===== config.mk =====
export PLATFORM = sky130hd
export DESIGN_NAME = spisp_port
export DESIGN_NICKNAME = d
export VERILOG_FILES = /design/src/spisp_pkg.sv /design/src/spisp_port.sv
export SDC_FILE = /design/constraint.sdc
export NUM_CORES = 1
export LEC_CHECK = 0
export BUFFER_PORTS_ARGS = -buffer_cell sky130_fd_sc_hd__buf_4
export CORE_UTILIZATION = 55
export DETAILED_ROUTE_END_ITERATION = 6
export GPL_TIMING_DRIVEN = 0
export PLACE_DENSITY = 0.85
export SETUP_SLACK_MARGIN = 0.15
export SYNTH_ARGS = -nofsm -noshare
export SYNTH_HDL_FRONTEND = slang
export SYNTH_SLANG_ARGS = --single-unit
export TNS_END_PERCENT = 50

===== constraint.sdc =====
create_clock -name i_ref_clk -period 8.41 [get_ports i_ref_clk]
set_input_delay 1.682 -clock i_ref_clk [delete_from_list [all_inputs] [get_ports i_ref_clk]]
set_output_delay 1.682 -clock i_ref_clk [all_outputs]
set_load 0.1 [all_outputs]

===== src/spisp_pkg.sv =====
// Shared constants, types and helper functions of the framed serial peripheral port
package spisp_pkg;

  // ****************************************************************
  // Widths and reset values
  // ****************************************************************
  localparam int unsigned      WORD_W   = 16;
  localparam int unsigned      BYTE_W   = 8;
  localparam int unsigned      CNT_W    = 5;
  localparam int unsigned      DIV_W    = 11;
  localparam int unsigned      MSB_8    = 7;
  localparam int unsigned      MSB_16   = 15;
  localparam int unsigned      LSB_IN   = 0;
  localparam logic [WORD_W-1:0] DATA_RST = 16'h0000;
  localparam logic [CNT_W-1:0]  CNT_RST  = 5'h00;
  localparam logic [CNT_W-1:0]  CNT_ONE  = 5'h01;
  localparam logic [CNT_W-1:0]  BITS_8   = 5'h08;
  localparam logic [CNT_W-1:0]  BITS_16  = 5'h10;

  // ****************************************************************
  // Clock division: reference clock over four, then two prescalers
  // ****************************************************************
  localparam logic [DIV_W-1:0] FOSC_DIV  = 11'h004;
  localparam logic [DIV_W-1:0] FOSC_HALF = FOSC_DIV >> 1;
  localparam logic [DIV_W-1:0] DIV_RST   = 11'h000;
  localparam logic [DIV_W-1:0] DIV_ONE   = 11'h001;
  localparam logic [DIV_W-1:0] PRI_DIV_0 = 11'h040;
  localparam logic [DIV_W-1:0] PRI_DIV_1 = 11'h010;
  localparam logic [DIV_W-1:0] PRI_DIV_2 = 11'h004;
  localparam logic [DIV_W-1:0] PRI_DIV_3 = 11'h001;
  localparam logic [DIV_W-1:0] SEC_BASE  = 11'h008;

  // ****************************************************************
  // Types
  // ****************************************************************
  typedef enum logic [1:0] {
    ST_IDLE  = 2'h0,
    ST_SYNC  = 2'h1,
    ST_SHIFT = 2'h3
  } spisp_state_t;

  typedef struct packed {
    logic       enable;
    logic       master_mode;
    logic       clock_idle_polarity;
    logic       clock_edge_sel;
    logic       word_width_select;
    logic       data_out_disable;
    logic       framed_mode_enable;
    logic       frame_sync_direction;
    logic       slave_select_enable;
    logic [1:0] primary_prescale_sel;
    logic [2:0] secondary_prescale_sel;
  } spisp_cfg_t;

  // ****************************************************************
  // Helpers
  // ****************************************************************
  // Shift clock half period in reference clocks
  function automatic logic [DIV_W-1:0] half_period(input logic [1:0] pri_sel,
                                                   input logic [2:0] sec_sel);
    logic [DIV_W-1:0] pri;
    logic [DIV_W-1:0] sec;
    case (pri_sel)
      2'h0:    pri = PRI_DIV_0;
      2'h1:    pri = PRI_DIV_1;
      2'h2:    pri = PRI_DIV_2;
      default: pri = PRI_DIV_3;
    endcase
    sec = SEC_BASE - {{(DIV_W-3){1'b0}}, sec_sel};
    return DIV_W'(pri * sec * FOSC_HALF);
  endfunction : half_period

  function automatic logic out_bit(input logic [WORD_W-1:0] v, input logic w16);
    return w16 ? v[MSB_16] : v[MSB_8];
  endfunction : out_bit

  function automatic logic [WORD_W-1:0] rx_word(input logic [WORD_W-1:0] v,
                                                input logic w16);
    return w16 ? v : {{(WORD_W-BYTE_W){1'b0}}, v[BYTE_W-1:0]};
  endfunction : rx_word

endpackage : spisp_pkg


===== src/spisp_port.sv =====
// Framed serial peripheral port: master or slave shift engine with buffers

// ****************************************************************
// Port
// ****************************************************************
module spisp_port (
  input  wire logic               i_ref_clk,
  input  wire logic               i_sys_rst,
  input  wire logic               i_clk_en,
  input  wire spisp_pkg::spisp_cfg_t i_cfg,
  input  wire logic               i_sleep,
  input  wire logic               i_transfer_done_irq_enable,
  input  wire logic               i_buf_wr,
  input  wire logic [15:0]        i_buf_wdata,
  input  wire logic               i_buf_rd,
  input  wire logic               i_ovf_clear,
  input  wire logic               i_irq_flag_clear,
  input  wire logic               i_serial_data_in_pin,
  input  wire logic               i_shift_clock_pin,
  input  wire logic               i_slave_select_n_pin,
  output logic [15:0]             o_rx_data,
  output logic                    o_rx_full,
  output logic                    o_tx_full,
  output logic                    o_receive_overflow_flag,
  output logic                    o_transfer_done_irq_flag,
  output logic                    o_irq,
  output logic                    o_serial_data_out_pin,
  output logic                    o_serial_data_out_oe_n,
  output logic                    o_shift_clock_pin,
  output logic                    o_shift_clock_oe_n,
  output logic                    o_slave_select_n_pin,
  output logic                    o_slave_select_oe_n
);

  // ****************************************************************
  // State
  // ****************************************************************
  spisp_pkg::spisp_state_t             state_q;
  logic [spisp_pkg::CNT_W-1:0]         bitcnt_q;
  logic [spisp_pkg::DIV_W-1:0]         div_cnt_q;
  logic [spisp_pkg::WORD_W-1:0]        shreg_q;
  logic [spisp_pkg::WORD_W-1:0]        txbuf_q;
  logic [spisp_pkg::WORD_W-1:0]        rxbuf_q;
  logic                                tx_full_q;
  logic                                rx_full_q;
  logic                                ovf_q;
  logic                                irq_flag_q;
  logic                                irq_q;
  logic                                sck_q;
  logic                                sck_in_q;
  logic                                sdo_q;
  logic                                sdo_oe_n_q;
  logic                                sck_oe_n_q;
  logic                                fs_q;
  logic                                fs_oe_n_q;
  logic                                width_q;

  // ****************************************************************
  // Edge decode
  // ****************************************************************
  logic                         master;
  logic                         framed;
  logic                         fs_out_dir;
  logic                         mode_chg;
  logic                         desel;
  logic                         abort;
  logic                         running;
  logic                         tick;
  logic                         edge_ev;
  logic                         leading;
  logic                         sample_ev;
  logic                         shift_ev;
  logic                         last_ev;
  logic                         end_ev;
  logic                         go;
  logic                         ovf_hit;
  logic [spisp_pkg::CNT_W-1:0]  nbits;
  logic [spisp_pkg::DIV_W-1:0]  half;
  logic [spisp_pkg::WORD_W-1:0] captured;
  logic [spisp_pkg::WORD_W-1:0] load_word;

  assign master     = i_cfg.master_mode;
  assign framed     = i_cfg.framed_mode_enable;
  // Direction bit low means this end makes the frame pulse
  assign fs_out_dir = framed & ~i_cfg.frame_sync_direction;
  assign nbits      = i_cfg.word_width_select ? spisp_pkg::BITS_16 : spisp_pkg::BITS_8;
  assign mode_chg   = i_cfg.word_width_select != width_q;
  assign desel      = ~master & ~framed & i_cfg.slave_select_enable
                    & i_slave_select_n_pin;
  assign abort      = ~i_cfg.enable | i_sleep | mode_chg | desel;
  // Overflow freezes the engine including the master clock
  assign running    = (state_q != spisp_pkg::ST_IDLE) & ~ovf_q & ~abort;
  assign half       = spisp_pkg::half_period(i_cfg.primary_prescale_sel,
                                             i_cfg.secondary_prescale_sel);
  assign tick       = master & running & (div_cnt_q == half - spisp_pkg::DIV_ONE);
  // A slave pin must hold each level one enabled clock or one of its edges is lost
  assign edge_ev    = running & (master ? tick : (i_shift_clock_pin != sck_in_q));
  assign leading    = master ? (sck_q == i_cfg.clock_idle_polarity)
                             : (sck_in_q == i_cfg.clock_idle_polarity);
  // Edge bit high: sample going active, change going idle
  assign sample_ev  = edge_ev & (leading == i_cfg.clock_edge_sel);
  assign shift_ev   = sample_ev & (state_q == spisp_pkg::ST_SHIFT) & (bitcnt_q < nbits);
  assign last_ev    = shift_ev & (bitcnt_q == nbits - spisp_pkg::CNT_ONE);
  assign end_ev     = edge_ev & ~leading & (state_q == spisp_pkg::ST_SHIFT)
                    & ((bitcnt_q == nbits) | last_ev);
  assign captured   = {shreg_q[spisp_pkg::WORD_W-2:0], i_serial_data_in_pin};
  // A read in the same cycle frees the buffer for the new word
  assign ovf_hit    = last_ev & rx_full_q & ~i_buf_rd;
  assign go         = (state_q == spisp_pkg::ST_IDLE) & ~abort & ~ovf_q
                    & (master ? tx_full_q : 1'b1);
  assign load_word  = tx_full_q ? txbuf_q : shreg_q;

  // ****************************************************************
  // Sequencer
  // ****************************************************************
  always_ff @(posedge i_ref_clk or posedge i_sys_rst) begin
    if (i_sys_rst) begin
      state_q  <= spisp_pkg::ST_IDLE;
      bitcnt_q <= spisp_pkg::CNT_RST;
      width_q  <= 1'b0;
    end else if (i_clk_en) begin
      width_q <= i_cfg.word_width_select;
      // Abort wins over every state, so sleep, deselect and a width change
      // all make the next word start again at its top bit
      if (abort) begin
        state_q  <= spisp_pkg::ST_IDLE;
        bitcnt_q <= spisp_pkg::CNT_RST;
      end else begin
        case (state_q)
          spisp_pkg::ST_IDLE: begin
            bitcnt_q <= spisp_pkg::CNT_RST;
            if (go) begin
              state_q <= framed ? spisp_pkg::ST_SYNC : spisp_pkg::ST_SHIFT;
            end
          end
          spisp_pkg::ST_SYNC: begin
            // Pulse, driven or received, is checked high on the trailing edge of its clock
            if (edge_ev & ~leading) begin
              if (fs_out_dir ? fs_q : i_slave_select_n_pin) begin
                state_q <= spisp_pkg::ST_SHIFT;
              end
            end
          end
          spisp_pkg::ST_SHIFT: begin
            if (shift_ev) begin
              bitcnt_q <= bitcnt_q + spisp_pkg::CNT_ONE;
            end
            if (end_ev) begin
              state_q <= spisp_pkg::ST_IDLE;
            end
          end
          default: begin
            state_q <= spisp_pkg::ST_IDLE;
          end
        endcase
      end
    end
  end

  // ****************************************************************
  // Shift register and data output
  // ****************************************************************
  always_ff @(posedge i_ref_clk or posedge i_sys_rst) begin
    if (i_sys_rst) begin
      shreg_q <= spisp_pkg::DATA_RST;
      sdo_q   <= 1'b0;
    end else if (i_clk_en) begin
      // A new word loads whole, so a restart begins at its top bit
      if (go) begin
        shreg_q <= load_word;
        sdo_q   <= spisp_pkg::out_bit(load_word, i_cfg.word_width_select);
      end else if (shift_ev) begin
        shreg_q <= captured;
      end else if (edge_ev & ~sample_ev & (state_q == spisp_pkg::ST_SHIFT)) begin
        sdo_q <= spisp_pkg::out_bit(shreg_q, i_cfg.word_width_select);
      end
    end
  end

  // ****************************************************************
  // Transmit and receive buffers
  // ****************************************************************
  // A width change empties both buffers but keeps their contents
  always_ff @(posedge i_ref_clk or posedge i_sys_rst) begin
    if (i_sys_rst) begin
      txbuf_q   <= spisp_pkg::DATA_RST;
      tx_full_q <= 1'b0;
    end else if (i_clk_en) begin
      if (mode_chg) begin
        tx_full_q <= 1'b0;
      end else if (i_buf_wr) begin
        txbuf_q   <= i_buf_wdata;
        tx_full_q <= 1'b1;
      end else if (go & tx_full_q) begin
        tx_full_q <= 1'b0;
      end
    end
  end

  always_ff @(posedge i_ref_clk or posedge i_sys_rst) begin
    if (i_sys_rst) begin
      rxbuf_q   <= spisp_pkg::DATA_RST;
      rx_full_q <= 1'b0;
    end else if (i_clk_en) begin
      if (mode_chg) begin
        rx_full_q <= 1'b0;
      end else if (last_ev & ~ovf_hit) begin
        rxbuf_q   <= spisp_pkg::rx_word(captured, i_cfg.word_width_select);
        rx_full_q <= 1'b1;
      end else if (i_buf_rd) begin
        rx_full_q <= 1'b0;
      end
    end
  end

  // ****************************************************************
  // Flags
  // ****************************************************************
  always_ff @(posedge i_ref_clk or posedge i_sys_rst) begin
    if (i_sys_rst) begin
      ovf_q <= 1'b0;
    end else if (i_clk_en) begin
      // Set beats clear: a word lost in the clear cycle must still be flagged
      if (ovf_hit) begin
        ovf_q <= 1'b1;
      end else if (mode_chg | i_buf_rd | i_ovf_clear) begin
        ovf_q <= 1'b0;
      end
    end
  end

  always_ff @(posedge i_ref_clk or posedge i_sys_rst) begin
    if (i_sys_rst) begin
      irq_flag_q <= 1'b0;
      irq_q      <= 1'b0;
    end else if (i_clk_en) begin
      if (last_ev) begin
        irq_flag_q <= 1'b1;
      end else if (i_irq_flag_clear) begin
        irq_flag_q <= 1'b0;
      end
      irq_q <= irq_flag_q & i_transfer_done_irq_enable;
    end
  end

  // ****************************************************************
  // Master clock generation
  // ****************************************************************
  always_ff @(posedge i_ref_clk or posedge i_sys_rst) begin
    if (i_sys_rst) begin
      div_cnt_q <= spisp_pkg::DIV_RST;
      sck_q     <= 1'b0;
      sck_in_q  <= 1'b0;
    end else if (i_clk_en) begin
      sck_in_q <= i_shift_clock_pin;
      if (~running) begin
        // Hold count while frozen by overflow so the clock resumes mid bit
        if (~ovf_q | abort) begin
          div_cnt_q <= spisp_pkg::DIV_RST;
        end
        // Any abort parks the clock at once, so a sleeping port shows idle
        if ((state_q == spisp_pkg::ST_IDLE) | abort) begin
          sck_q <= i_cfg.clock_idle_polarity;
        end
      end else if (tick) begin
        div_cnt_q <= spisp_pkg::DIV_RST;
        sck_q     <= ~sck_q;
      end else begin
        div_cnt_q <= div_cnt_q + spisp_pkg::DIV_ONE;
      end
    end
  end

  // ****************************************************************
  // Frame sync output
  // ****************************************************************
  always_ff @(posedge i_ref_clk or posedge i_sys_rst) begin
    if (i_sys_rst) begin
      fs_q <= 1'b0;
    end else if (i_clk_en) begin
      // Only the driving end makes the pulse; a receiving end reads the pin
      if (abort | ~fs_out_dir) begin
        fs_q <= 1'b0;
      end else if (edge_ev & leading) begin
        // High from the leading edge of the sync clock to the next one
        fs_q <= (state_q == spisp_pkg::ST_SYNC);
      end
    end
  end

  // ****************************************************************
  // Pin drivers
  // ****************************************************************
  always_ff @(posedge i_ref_clk or posedge i_sys_rst) begin
    if (i_sys_rst) begin
      sdo_oe_n_q <= 1'b1;
      sck_oe_n_q <= 1'b1;
      fs_oe_n_q  <= 1'b1;
    end else if (i_clk_en) begin
      // Output disable drops only the enable; the data flop keeps shifting
      sdo_oe_n_q <= ~(i_cfg.enable & ~i_sleep & ~i_cfg.data_out_disable & ~desel);
      sck_oe_n_q <= ~(i_cfg.enable & master);
      fs_oe_n_q  <= ~(i_cfg.enable & fs_out_dir);
    end
  end

  assign o_rx_data                = rxbuf_q;
  assign o_rx_full                = rx_full_q;
  assign o_tx_full                = tx_full_q;
  assign o_receive_overflow_flag  = ovf_q;
  assign o_transfer_done_irq_flag = irq_flag_q;
  assign o_irq                    = irq_q;
  assign o_serial_data_out_pin    = sdo_q;
  assign o_serial_data_out_oe_n   = sdo_oe_n_q;
  assign o_shift_clock_pin        = sck_q;
  assign o_shift_clock_oe_n       = sck_oe_n_q;
  assign o_slave_select_n_pin     = fs_q;
  assign o_slave_select_oe_n      = fs_oe_n_q;

endmodule : spisp_port


==> summary.txt <==
Worst hold path
  – Class of the tightest hold or removal check: flop to flop
  – Hold Crit Endpoint: o_shift_clock_oe_n
  – Depth of the worst hold-timing path: 2
  – Startpoint of the tightest hold check path: o_shift_clock_oe_n

Placed design
  – PortBufs: 65
  – Routability cong.: 0.902
  – Estimated wirelength of the detail-placed design: 8.09 mm

Timing
  – Hold Worst Slack: 492 ps
  – Fmax achieved: 0.161 GHz
  – Hold Violations, Final: 0
  – Count of final max-slew check failures: 0
  – Worst-Margin Slew: 604 ps
  – Count of endpoints failing setup in the final report: 0
  – Sum Neg Setup Slack: 0 ps
  – Worst setup skew after layout: 7.92 ps
  – Part of the cycle the worst path needs: 74.0%
  – Post-layout min period: 6220 ps
  – Setup repair after global routing missed its margin: false
  – Remaining max-slew budget at the tightest pin: 59.7%

Finish
  – Net total in the final layout: 608
  – Share of post-route cells with drive strength above 1: 23.3%
  – Area added between synthesis and finish: 18.5%
  – Antenna cell count: 0
  – Util after Layout: 68.0%

CTS
  – Buffer count from post-CTS setup fixing: 0
  – Clock input transition at the sequential cells of the worst setup and hold paths: 80 ps
  – Clock insertion delay at the later pin of the skew report: 350 ps
  – Hold-fix buffers, CTS: 0
  – Clock tree root buffer cell: sky130_fd_sc_hd__clkbuf_8
  – Number of buffers created by CTS: 9
  – Total number of H-tree levels: 3
  – Clock Sink Count: 79
  – CTS tree: built
  – Number of buffers between clock root and the deepest sink: 2
  – Total of cells resized after clock tree synthesis: 0

Floorplan
  – FP Rows: 33
  – Top Ports: 69
  – Initial cell density of the core: 57.4%
  – Die Height: 94.8 um
  – Die X: 94.8 um
  – Die area: 0.00899 mm^2
  – Floorplan Core Area: 0.00826 mm^2

Yosys
  – Synth Warn #: 0
  – Synthesized instance count: 471
  – Mapped cell area: 0.00474 mm^2
  – Count of flip-flops with a built-in enable after synthesis: 0
  – Ranking of synthesized cells by area: sky130_fd_sc_hd__dfrtp_1 40%, sky130_fd_sc_hd__mux2_2 6.2%, sky130_fd_sc_hd__ha_1 4.2%, sky130_fd_sc_hd__xnor2_1 3.1%, sky130_fd_sc_hd__o2bb2ai_1 3.0%
  – Net Count, Synth: 531
  – Post-synth top area share: 40.1%
  – Cell type with the highest aggregate area in the netlist: sky130_fd_sc_hd__dfrtp_1
  – Avg Synthesized Cell Area: 10.1 um^2
  – Number of storage elements in the synthesis netlist: 79
  – Ys async rst share: 100%
  – Proportion of synthesized chip area in sequential cells: 41.8%
  – Synth cell types: 62
  – Prevailing post-synth register cell: sky130_fd_sc_hd__dfrtp_1

Setup path
  – Reg-to-Reg Start: width_q
  – Cells on worst reg2reg path: 9
  – Worst-case register-to-register setup slack: 4940 ps
  – Worst setup path class: input port to flop
  – Worst R2R End: shreg_q[1]
  – Arrival time at the worst endpoint: 6440 ps
  – Capturing element type of the critical path: flop
  – First element of the critical path: i_cfg[4]
  – CP Data Required Time: 8620 ps
  – Element type at the critical path start: input port
  – Crit path max fanout: 10

Pwr
  – IR drop worst, VDD: 0.155 mV
  – Combinational fraction of design power: 18.7%
  – Internal power: 652 uW
  – Switching share of power: 29.0%
  – Power Dens Cells: 164 mW/mm^2
  – Portion of total power attributed to the clock network: 34.8%
  – Part of the total power dissipated in sequential elements: 46.5%
  – Net switching component of the power: 266 uW
  – Leakage: 2.62 nW

Drt
  – Detailed Route WL: 11.1 mm
  – DRT Pass-1 Iters: 5
  – Count of routing violations after the opening detailed-route iteration: 271
  – DRC errors left: 0
  – Average wire length per cell after detail routing: 16.8 um
  – Post-route ant nets: 0
  – Via total after detailed routing: 3974
  – Per-cell via count in the routed design: 6.04

Global route
  – Wire length of the first global-routing pass: 18.6 mm
  – Via count of the first global-routing pass: 3971
  – GRT Residual Overflow: 0
  – Antenna violations before repair: 0
  – Pin count of the biggest net entering global routing: 72
  – Global-route total usage across every layer: 26.7%

Run
  – Number of maximum-capacitance violations: 0

Outcome
  – Run status: finished, final reports clean
-- critical path, cell delays in order --
cell	delay, ps
sky130_fd_sc_hd__clkbuf_1	260
sky130_fd_sc_hd__nor2b_1	300
sky130_fd_sc_hd__and2_1	180
sky130_fd_sc_hd__ha_1	140
sky130_fd_sc_hd__inv_1	50
sky130_fd_sc_hd__fa_1	530
sky130_fd_sc_hd__inv_1	50
sky130_fd_sc_hd__ha_1	240
sky130_fd_sc_hd__xnor2_1	320
sky130_fd_sc_hd__nand2_1	190
sky130_fd_sc_hd__nor4_4	270
sky130_fd_sc_hd__xnor3_1	370
sky130_fd_sc_hd__or4_4	570
sky130_fd_sc_hd__nand4b_1	160
sky130_fd_sc_hd__nand3_1	280
sky130_fd_sc_hd__a21o_1	340
sky130_fd_sc_hd__clkbuf_1	280
sky130_fd_sc_hd__o2bb2ai_1	210
-- worst max path at each step --
stage,endpoint,cells past startpoint
global placement,o_rx_data[7],19
global route,shreg_q[1],18
floorplan,o_rx_data[0],19
detailed placement,o_rx_data[7],19
CTS,o_rx_data[0],19
finish,shreg_q[1],18
-- area by class of cell --
cell class | count | area (um^2)
tap | 105 | 131
fill | 675 | 2650
sequential | 79 | 1980
inverter | 31 | 119
clock buffer | 9 | 124
timing repair buffer | 66 | 515
buffer | 21 | 93.8
multi-input combinational | 340 | 2550
clock inverter | 7 | 101
-- layer usage --
layer	GRT usage, %	part of all wire, %	vias up
li1	-	-	1868
met1	34.4	42	1937
met2	46.3	51	146
met3	3.95	5.5	23
met4	8.08	1.9	0
met5	0	0	-
-- power by group through the flow --
stage	clock network, mW	registers [mW]	logic (mW)
6_report	0.320	0.427	0.172
5_1_grt	0.341	0.430	0.188
4_1_cts	0.326	0.427	0.172
3_5_place_dp	0	0.434	0.170
3_3_place_gp	0	0.433	0.162
2_1_floorplan	0	0.447	0.107
-- cell families (layout without fill, tap and decap cells) --
kind of cell               count (synthesis)  count (layout)  synth area share [%]
AOI/OAI and AO/OA                         95              95                  14.7
adders and majority gates                 18              18                  5.07
buffers and inverters                     52             134                  4.44
DFF                                       79              79                  41.8
xor gates and xnor gates                  23              23                  4.54
and+or+nand+nor                          163             163                  19.6
muxes                                     41              41                  9.82
-- cell usage after synthesis (3+ instances only) --
master and number:
sky130_fd_sc_hd__ha_1 16, sky130_fd_sc_hd__a21oi_1 8, sky130_fd_sc_hd__nor2b_1 9, sky130_fd_sc_hd__mux2i_1 12, sky130_fd_sc_hd__a22oi_1 17, sky130_fd_sc_hd__nor3_1 10, sky130_fd_sc_hd__xor2_1 5, sky130_fd_sc_hd__dfrtp_1 76
sky130_fd_sc_hd__o211ai_1 5, sky130_fd_sc_hd__and3_1 11, sky130_fd_sc_hd__nand4b_1 3, sky130_fd_sc_hd__clkbuf_1 17, sky130_fd_sc_hd__o21ai_0 21, sky130_fd_sc_hd__nor3b_1 8, sky130_fd_sc_hd__and2_1 6, sky130_fd_sc_hd__nor4_1 4
sky130_fd_sc_hd__o2bb2ai_1 16, sky130_fd_sc_hd__nand3_1 18, sky130_fd_sc_hd__nor2_1 25, sky130_fd_sc_hd__nand2b_1 6, sky130_fd_sc_hd__a31oi_1 3, sky130_fd_sc_hd__or3_1 5, sky130_fd_sc_hd__inv_1 30, sky130_fd_sc_hd__nand4_1 8
sky130_fd_sc_hd__xnor2_1 17, sky130_fd_sc_hd__a21o_1 10, sky130_fd_sc_hd__nand2_1 32, sky130_fd_sc_hd__dfstp_2 3, sky130_fd_sc_hd__mux2_2 26
-- state kept, by name, indices dropped and copies added (netlist names), 2 cells and up --
name and cells:
shreg_q 16, state_q 2, div_cnt_q 11, bitcnt_q 5
txbuf_q 16, o_rx_data 16
-- per-stage QoR --
step	cells	setup slack, ps	cell area (um^2)	power, mW
after floorplan	471	2460	4740	0.554
after global placement	641	2010	5360	0.595
after detailed placement	642	1900	5390	0.605
after CTS	658	2270	5610	0.925
after global routing	658	1880	5610	0.959
final	658	2190	5610	0.918
-- cell usage in the layout, fill, tap and decap left out, types with 8 or more instances in the layout --
cell type                   Yosys  routed
sky130_fd_sc_hd__dfrtp_1       76      76
sky130_fd_sc_hd__buf_4          0      65
sky130_fd_sc_hd__nand2_1       32      32
sky130_fd_sc_hd__inv_1         30      29
sky130_fd_sc_hd__mux2_2        26      26
sky130_fd_sc_hd__nor2_1        25      25
sky130_fd_sc_hd__o21ai_0       21      21
sky130_fd_sc_hd__nand3_1       18      18
sky130_fd_sc_hd__xnor2_1       17      17
sky130_fd_sc_hd__clkbuf_1      17      17
sky130_fd_sc_hd__a22oi_1       17      17
sky130_fd_sc_hd__o2bb2ai_1     16      16
sky130_fd_sc_hd__ha_1          16      16
sky130_fd_sc_hd__mux2i_1       12      12
sky130_fd_sc_hd__and3_1        11      11
sky130_fd_sc_hd__a21o_1        10      10
sky130_fd_sc_hd__nor3_1        10      10
sky130_fd_sc_hd__nor2b_1        9       9
sky130_fd_sc_hd__clkbuf_8       0       9
sky130_fd_sc_hd__a21oi_1        8       8
sky130_fd_sc_hd__nor3b_1        8       8
sky130_fd_sc_hd__nand4_1        8       8
No activity file was read; power rests on OpenSTA's default activity.
